`config.mk`:
```
export PLATFORM = sky130hd
export DESIGN_NAME = dpm_port_ctrl
export DESIGN_NICKNAME = d
export VERILOG_FILES = /design/src/dpm_pkg.sv /design/src/dpm_port_ctrl.sv
export SDC_FILE = /design/constraint.sdc
export NUM_CORES = 1
export LEC_CHECK = 0
export BUFFER_PORTS_ARGS = -buffer_cell sky130_fd_sc_hd__buf_2
export CAP_MARGIN = 20
export CORE_MARGIN = 4
export CORE_UTILIZATION = 40
export CTS_CLUSTER_SIZE = 20
export DETAILED_ROUTE_END_ITERATION = 16
export SYNTH_ARGS = -nofsm -noshare
export SYNTH_HDL_FRONTEND = slang
export SYNTH_SLANG_ARGS = --single-unit
```
`constraint.sdc`:
```
create_clock -name clk -period 3 [get_ports clk]
set_clock_uncertainty 0.15 [all_clocks]
set_input_delay 0.3 -clock clk [delete_from_list [all_inputs] [get_ports clk]]
set_output_delay 0.3 -clock clk [all_outputs]
set_load 0.05 [all_outputs]
```
`src/dpm_pkg.sv`:
```
package dpm_pkg;

  // ****************************************
  // Register map of the controller
  // ****************************************
  localparam logic [7:0] REG_CTRL = 8'h00;
  localparam logic [7:0] REG_ADDR = 8'h04;
  localparam logic [7:0] REG_WDATA = 8'h08;
  localparam logic [7:0] REG_STATUS = 8'h0C;
  localparam logic [7:0] REG_RDATA = 8'h10;

  // CTRL fields
  localparam int CTRL_OP_LSB = 0;
  localparam int CTRL_OP_W = 3;
  localparam int CTRL_LOW_LANE = 4;
  localparam int CTRL_HIGH_LANE = 5;

  // STATUS fields
  localparam int ST_BUSY = 0;
  localparam int ST_DONE = 1;
  localparam int ST_CONTENTION_SEEN = 2;
  localparam int ST_CONTENTION = 3;
  localparam int ST_MSG_FLAG = 4;
  localparam int ST_OWNED_LSB = 8;

  // Operation codes; zero aborts a token poll
  localparam logic [2:0] OP_ABORT = 3'h0;
  localparam logic [2:0] OP_MEM_READ = 3'h1;
  localparam logic [2:0] OP_MEM_WRITE = 3'h2;
  localparam logic [2:0] OP_TOKEN_REQ = 3'h3;
  localparam logic [2:0] OP_TOKEN_REL = 3'h4;
  localparam logic [2:0] OP_TOKEN_READ = 3'h5;

  localparam int TOKEN_COUNT = 8;
  localparam int TOKEN_ADDR_W = 3;

  // ****************************************
  // Timing, in ns and in 10 ns cycles
  // ****************************************
  localparam int CLK_PERIOD_NS = 10;
  localparam int ACCESS_NS = 25;
  localparam int WRITE_PULSE_NS = 20;
  localparam int TOKEN_GAP_NS = 10;
  localparam int FLAG_SETTLE_NS = 20;
  localparam int FLOWTHROUGH_NS = 30;
  localparam int ACCESS_CYC = (ACCESS_NS + CLK_PERIOD_NS - 1) / CLK_PERIOD_NS;
  localparam int WRITE_CYC = (WRITE_PULSE_NS + CLK_PERIOD_NS - 1) / CLK_PERIOD_NS;
  localparam int TOKEN_GAP_CYC = (TOKEN_GAP_NS + CLK_PERIOD_NS - 1) / CLK_PERIOD_NS;
  localparam int SETTLE_CYC = (FLAG_SETTLE_NS + CLK_PERIOD_NS - 1) / CLK_PERIOD_NS;
  localparam int FLOW_CYC = (FLOWTHROUGH_NS + CLK_PERIOD_NS - 1) / CLK_PERIOD_NS;
  localparam int CNT_W = 8;

  typedef enum logic [2:0] {S_IDLE, S_SETTLE, S_WRITE, S_GAP, S_READ} dpm_state_t;

endpackage

```
`src/dpm_port_ctrl.sv`:
```
// Contract
// - Token reads assert token select and output enable, memory select stays high.
// - Memory reads wait the flowthrough delay after the data appears at the other port.
// - Memory writes wait until the contention input has settled and released.
// - Token request writes zero, then releases strobes for the gap before readback.
// - Readback zero means owned, one means keep polling; release by writing one.
module dpm_port_ctrl
  import dpm_pkg::*;
#(
  parameter int DATA_W = 18,
  parameter int ADDR_W = 16
) (
  input wire logic clk,
  input wire logic rst,
  input wire logic [7:0] swAddr,
  input wire logic [31:0] swWdata,
  input wire logic swWr,
  input wire logic swRd,
  output logic [31:0] swRdata,
  output logic memSelN,
  output logic tokenSelN,
  output logic rwN,
  output logic outEnN,
  output logic highLaneSelN,
  output logic lowLaneSelN,
  output logic [ADDR_W-1:0] pinAddr,
  output logic [DATA_W-1:0] pinDataOut,
  output logic pinDataOe,
  input wire logic [DATA_W-1:0] pinDataIn,
  input wire logic contentionN,
  input wire logic msgFlagN
);

  // ****************************************
  // Pin synchronisers
  // ****************************************
  logic busyMeta_q, busySync_q, msgMeta_q, msgSync_q;
  logic [DATA_W-1:0] dataMeta_q, dataSync_q;

  always_ff @(posedge clk) begin
    if (rst) begin
      busyMeta_q <= 1'b0;
      busySync_q <= 1'b0;
      msgMeta_q <= 1'b0;
      msgSync_q <= 1'b0;
      dataMeta_q <= '0;
      dataSync_q <= '0;
    end else begin
      busyMeta_q <= ~contentionN;
      busySync_q <= busyMeta_q;
      msgMeta_q <= ~msgFlagN;
      msgSync_q <= msgMeta_q;
      dataMeta_q <= pinDataIn;
      dataSync_q <= dataMeta_q;
    end
  end

  // ****************************************
  // Software registers and decode
  // ****************************************
  dpm_state_t state_q;
  logic [CTRL_OP_W-1:0] op_q;
  logic highLane_q, lowLane_q, done_q, contSeen_q, abort_q;
  logic [ADDR_W-1:0] addr_q;
  logic [DATA_W-1:0] wdata_q, rdata_q;
  logic [TOKEN_COUNT-1:0] owned_q;
  logic [CNT_W-1:0] cnt_q;

  wire idle = (state_q == S_IDLE);
  wire ctrlWr = swWr && (swAddr == REG_CTRL);
  wire [CTRL_OP_W-1:0] newOp = swWdata[CTRL_OP_LSB +: CTRL_OP_W];
  wire start = ctrlWr && idle && (newOp != OP_ABORT);
  wire isTokenOp = (op_q == OP_TOKEN_REQ) || (op_q == OP_TOKEN_REL) || (op_q == OP_TOKEN_READ);
  wire [TOKEN_ADDR_W-1:0] tokenIdx = addr_q[TOKEN_ADDR_W-1:0];
  wire cntZero = (cnt_q == '0);

  wire [31:0] statusWord = {{(24 - TOKEN_COUNT){1'b0}}, owned_q, 3'h0, msgSync_q,
                            busySync_q, contSeen_q, done_q, ~idle};
  wire [31:0] ctrlWord = {26'h0, highLane_q, lowLane_q, 1'b0, op_q};
  wire [31:0] readMux =
    (swAddr == REG_CTRL) ? ctrlWord :
    (swAddr == REG_ADDR) ? 32'(addr_q) :
    (swAddr == REG_WDATA) ? 32'(wdata_q) :
    (swAddr == REG_STATUS) ? statusWord :
    (swAddr == REG_RDATA) ? 32'(rdata_q) : 32'h0;

  logic [31:0] swRdata_q;
  always_ff @(posedge clk) begin
    if (rst) begin
      swRdata_q <= 32'h0;
    end else if (swRd) begin
      swRdata_q <= readMux;
    end
  end
  assign swRdata = swRdata_q;

  always_ff @(posedge clk) begin
    if (rst) begin
      addr_q <= '0;
      wdata_q <= '0;
    end else if (swWr && idle) begin
      if (swAddr == REG_ADDR) begin
        addr_q <= swWdata[ADDR_W-1:0];
      end
      if (swAddr == REG_WDATA) begin
        wdata_q <= swWdata[DATA_W-1:0];
      end
    end
  end

  // ****************************************
  // Port sequencer
  // ****************************************
  // Pin outputs are all registered so the strobes never glitch at the device.
  logic memSelN_q, tokenSelN_q, rwN_q, outEnN_q, hiN_q, loN_q, dataOe_q;
  logic [DATA_W-1:0] dataOut_q;
  logic [ADDR_W-1:0] pinAddr_q;

  always_ff @(posedge clk) begin
    if (rst) begin
      state_q <= S_IDLE;
      op_q <= OP_ABORT;
      highLane_q <= 1'b0;
      lowLane_q <= 1'b0;
      cnt_q <= '0;
      done_q <= 1'b0;
      contSeen_q <= 1'b0;
      abort_q <= 1'b0;
      owned_q <= '0;
      rdata_q <= '0;
      memSelN_q <= 1'b1;
      tokenSelN_q <= 1'b1;
      rwN_q <= 1'b1;
      outEnN_q <= 1'b1;
      hiN_q <= 1'b1;
      loN_q <= 1'b1;
      dataOe_q <= 1'b0;
      dataOut_q <= '0;
      pinAddr_q <= '0;
    end else begin
      if (ctrlWr && !idle && (newOp == OP_ABORT)) begin
        abort_q <= 1'b1;
      end
      if (!idle && busySync_q && !isTokenOp) begin
        contSeen_q <= 1'b1;
      end
      case (state_q)
        S_IDLE: begin
          if (start) begin
            op_q <= newOp;
            highLane_q <= swWdata[CTRL_HIGH_LANE];
            lowLane_q <= swWdata[CTRL_LOW_LANE];
            done_q <= 1'b0;
            contSeen_q <= 1'b0;
            abort_q <= 1'b0;
            // Data pins let go on the same edge that a read turns the device outputs on
            dataOe_q <= 1'b0;
            pinAddr_q <= addr_q;
            rwN_q <= 1'b1;
            if (newOp == OP_MEM_READ || newOp == OP_MEM_WRITE) begin
              memSelN_q <= 1'b0;
              hiN_q <= ~swWdata[CTRL_HIGH_LANE];
              loN_q <= ~swWdata[CTRL_LOW_LANE];
            end else begin
              // Token select low with memory select held high
              tokenSelN_q <= 1'b0;
              hiN_q <= 1'b0;
              loN_q <= 1'b0;
            end
            if (newOp == OP_MEM_READ) begin
              outEnN_q <= 1'b0;
              cnt_q <= CNT_W'(ACCESS_CYC + FLOW_CYC - 1);
              state_q <= S_READ;
            end else if (newOp == OP_TOKEN_READ) begin
              outEnN_q <= 1'b0;
              cnt_q <= CNT_W'(ACCESS_CYC - 1);
              state_q <= S_READ;
            end else if (newOp == OP_MEM_WRITE) begin
              cnt_q <= CNT_W'(SETTLE_CYC - 1);
              state_q <= S_SETTLE;
            end else begin
              cnt_q <= '0;
              state_q <= S_SETTLE;
            end
          end
        end
        S_SETTLE: begin
          if (!cntZero) begin
            cnt_q <= cnt_q - 1'b1;
          end else if (isTokenOp || !busySync_q) begin
            rwN_q <= 1'b0;
            dataOe_q <= 1'b1;
            if (op_q == OP_TOKEN_REQ) begin
              dataOut_q <= '0;
            end else if (op_q == OP_TOKEN_REL) begin
              dataOut_q <= DATA_W'(1);
            end else begin
              dataOut_q <= wdata_q;
            end
            cnt_q <= CNT_W'(WRITE_CYC - 1);
            state_q <= S_WRITE;
          end
        end
        S_WRITE: begin
          if (!cntZero) begin
            cnt_q <= cnt_q - 1'b1;
          end else begin
            // Write strobe and selects rise on the same edge; data stays driven until the next operation starts, one more cycle only for a token request
            rwN_q <= 1'b1;
            memSelN_q <= 1'b1;
            tokenSelN_q <= 1'b1;
            if (op_q == OP_TOKEN_REQ) begin
              cnt_q <= CNT_W'(TOKEN_GAP_CYC - 1);
              state_q <= S_GAP;
            end else begin
              if (op_q == OP_TOKEN_REL) begin
                owned_q[tokenIdx] <= 1'b0;
              end
              done_q <= 1'b1;
              state_q <= S_IDLE;
            end
          end
        end
        S_GAP: begin
          dataOe_q <= 1'b0;
          if (!cntZero) begin
            cnt_q <= cnt_q - 1'b1;
          end else if (abort_q) begin
            // Abort is taken after the gap so the cancel write keeps recovery time
            // Pending zero is withdrawn, else a later release would hand us the token
            op_q <= OP_TOKEN_REL;
            tokenSelN_q <= 1'b0;
            cnt_q <= '0;
            state_q <= S_SETTLE;
          end else begin
            tokenSelN_q <= 1'b0;
            outEnN_q <= 1'b0;
            cnt_q <= CNT_W'(ACCESS_CYC - 1);
            state_q <= S_READ;
          end
        end
        S_READ: begin
          if (!cntZero) begin
            cnt_q <= cnt_q - 1'b1;
          end else begin
            // Synchroniser adds two cycles that the access count does not include; the value is the pins two cycles before this edge
            rdata_q <= dataSync_q;
            memSelN_q <= 1'b1;
            tokenSelN_q <= 1'b1;
            outEnN_q <= 1'b1;
            if (isTokenOp) begin
              owned_q[tokenIdx] <= ~dataSync_q[0];
            end
            // A token request miss goes to the gap; an abort is handled there
            if (op_q == OP_TOKEN_REQ && dataSync_q[0]) begin
              cnt_q <= CNT_W'(TOKEN_GAP_CYC - 1);
              state_q <= S_GAP;
            end else begin
              hiN_q <= 1'b1;
              loN_q <= 1'b1;
              done_q <= 1'b1;
              state_q <= S_IDLE;
            end
          end
        end
        default: begin
          state_q <= S_IDLE;
        end
      endcase
    end
  end

  assign memSelN = memSelN_q;
  assign tokenSelN = tokenSelN_q;
  assign rwN = rwN_q;
  assign outEnN = outEnN_q;
  assign highLaneSelN = hiN_q;
  assign lowLaneSelN = loN_q;
  assign pinAddr = pinAddr_q;
  assign pinDataOut = dataOut_q;
  assign pinDataOe = dataOe_q;

endmodule

```
==> flow_summary.json <==
{
  "timing.slew.headroom": 0.470,
  "finalHoldViolCount": 0,
  "grt_pass1_vias": 6225,
  "final-seq-area_sq_um": 3560,
  "die_y_um": 145,
  "path_class": "flip-flop to flip-flop",
  "drt_first_pass_iters": 5,
  "synth_compound_area_frac": 0.198,
  "crit_arrival_ns": 2.87,
  "area_growth_pct": 21.1,
  "syn_area_sq_um": 7470,
  "synth_top_area_cell": "dfxtp_1",
  "drc": 0,
  "routabilityCongestion": 0.936,
  "start_util": 0.412,
  "synth_cell_types": 71,
  "fin_crit_sh": 0.889,
  "max_freq_mhz": 375,
  "synth_warnings": 0,
  "p_leak_nw": 3.39,
  "grt.total_usage": 0.205,
  "tightest_slew_ns": 0.794,
  "synth_adder_area_share": 0.00335,
  "vias_per_cell": 5.33,
  "cts.sink_count": 178,
  "fin_ws_ns": 0.332,
  "status": "completed",
  "path_clk_slew_ns": 0.07,
  "cts-root-buf": "clkbuf_16",
  "io_pins": 137,
  "multiInputGateArea_sq_um": 3540,
  "crit_fanout": 9,
  "synthTopCellsByArea": "dfxtp_1 (48%), nand2_1 (10%), a21oi_1 (8.2%)",
  "cp-end-kind": "flip-flop",
  "nets": 1083,
  "synth_top_area_frac": 0.477,
  "power_density_nw_per_um2": 529,
  "clock_latency_ns": 0.43,
  "antenna_found_initial": 0,
  "hpwl_um": 14800,
  "synth_edf_count": 0,
  "final_antenna_net_count": 0,
  "pre_cts_ws_ns": 0.396,
  "grt_max_degree": 83,
  "max_cap_viol_count": 0,
  "wl_um": 21400,
  "finalCriticalPeriod_ns": 2.67,
  "holdWs_ns": 0.0382,
  "drive_gt1_frac": 0.186,
  "synthSimpleGateAreaFrac": 0.247,
  "tns_ns": 0,
  "wire_per_inst_um": 16.9,
  "postPlaceCellArea_sq_um": 8160,
  "ys_seq_area_frac": 0.477,
  "fillCellCount": 1754,
  "port_buffers": 108,
  "cts_tree": "built",
  "rsz0062_at_grt": "false",
  "cts-buffers-inserted": 17,
  "worstPathRequired_ns": 3.20,
  "dieWidth_um": 145,
  "globalRouteOverflowTotal": 0,
  "hold_depth": 3,
  "utilization": 0.498,
  "grt_pass1_wl_um": 33800,
  "startpoint_type": "flip-flop",
  "synth_top_family_by_area": "simple AND/OR/NAND/NOR gates",
  "muxShareOfSynthArea": 0.0162,
  "drtIter0Drc": 554,
  "clk_path_buf_depth": 2,
  "synth_xor_area_frac": 0.00117,
  "ys.flop_type": "dfxtp_1",
  "setup-violations-final": 0,
  "hold_class": "input pin to flip-flop",
  "fin_area_sq_um": 9050,
  "synthCells": 900,
  "ir_drop_mv": 0.381,
  "num_vias": 6711,
  "r2r_cells": 7,
  "rows": 49,
  "die_area_sq_um": 20900,
  "cts_max_level": 4,
  "ys_ff_latch": 178,
  "core_area_sq_um": 18100,
  "slew_violations": 0,
  "synthArstFlopShare": 0,
  "syn_area_per_cell_sq_um": 8.30
}
cells by family (layout without fill, tap and decap cells):
| family | after synthesis | after routing |
|---|---|---|
| AOI/OAI and AO/OA | 232 | 232 |
| xor gates and xnor gates | 1 | 1 |
| adders and majority gates | 2 | 2 |
| buffers and inverters | 88 | 204 |
| DFF | 178 | 178 |
| muxes | 12 | 12 |
| other | 1 | 16 |
| and+or+nand+nor | 386 | 386 |
per-layer routing:
metal | global-route usage | part of all wire
met1 | 0.295 | 0.47
met5 | 0 | 0
met2 | 0.311 | 0.45
met4 | 0.0604 | 0.015
met3 | 0.0463 | 0.060
where the power goes:
group / total [W] / internal, W / leakage, nW / switching [W]
combinational: 0.000282 / 0.0000971 / 1.68 / 0.000185
sequential: 0.00240 / 0.00239 / 1.44 / 0.0000105
clock: 0.00210 / 0.00115 / 0.264 / 0.000948
cell usage after synthesis, drive strengths merged (4+ instances only):
master and instances:
a211oi 6, a21oi 122, a22o 5, a22oi 17
a311oi 5, a31oi 7, a32o 9, buf 33
clkbuf 48, dfxtp 178, inv 7, mux2i 11
nand2 207, nand2b 7, nand3 24, nand4 6
nor2 42, nor2b 45, nor3 18, nor4 4
o211ai 4, o21ai 19, o22ai 11, o31ai 7
or3 6
through the flow:
| stage | total power [W] | instances |
|---|---|---|
| 6_report | 0.00478 | 1260 |
| 5_1_grt | 0.00494 | 1258 |
| 4_1_cts | 0.00481 | 1258 |
| 3_5_place_dp | 0.00270 | 1194 |
| 3_3_place_gp | 0.00270 | 1194 |
| 2_1_floorplan | 0.00263 | 913 |
final cells by class:
type	instances	share of cell area
well taps	229	0.0317
diodes	2	0.000553
clock buffers	21	0.0531
flip-flops and latches	178	0.394
multi-input cells	647	0.391
repair buffers	166	0.119
clock inverters	10	0.00830
inverters	7	0.00290
path summary, 6_finish.rpt:
path | from | endpoint | slack [ns]
worst max-delay path | cnt_q[0]$_SDFFE_PP0P_ | owned_q[2]$_SDFFE_PP0P_ | 0.33
worst min-delay path | swWdata[5] | wdata_q[5]$_SDFFE_PP0P_ | 0.04
worst max register to register | cnt_q[0]$_SDFFE_PP0P_ | owned_q[2]$_SDFFE_PP0P_ | 0.33
worst min register to register | dataSync_q[14]$_SDFF_PP0_ | rdata_q[14]$_SDFFE_PP0P_ | 0.28
critical path: stages (launching register included):
cell	delay, ns
dfxtp_1	0.36
inv_1	0.10
ha_1	0.20
nor4b_2	0.40
nand2_2	0.25
a221oi_2	0.60
and4bb_2	0.33
mux2i_1	0.20
cells in the final DEF (no fill, tap or decap), types with 5 or more instances in the layout:
cell / count
a32o_1: 9
a21oi_1: 122
nand3_1: 24
o21ai_0: 18
buf_2: 107
dlygate4sd3_1: 33
conb_1: 14
nand2_1: 206
a22o_1: 5
or3_1: 6
a22oi_1: 17
nand2b_1: 7
nand4_1: 6
o22ai_1: 11
o31ai_1: 5
inv_1: 7
dfxtp_1: 178
a31oi_1: 7
buf_4: 25
mux2i_1: 11
nor3_1: 15
nor2_1: 41
nor2b_1: 45
clkbuf_16: 17
state kept, by name, summed over array words and instances (netlist names), 3 cells and up:
signal      flops
dataMeta_q     18
dataSync_q     18
pinDataOut     18
rdata_q        18
swRdata        18
wdata_q        18
addr_q         16
pinAddr        16
cnt_q           8
owned_q         8
op_q            3
state_q         3
repair_timing:
action / 4_1_cts / 5_1_grt
hold buffers: 33 / 0
hold endpoints to repair: 37 / 0
gates resized for setup: 0 / 0
buffers inserted: 0 / 0
Note: power is estimated with default switching activity, not from simulation.
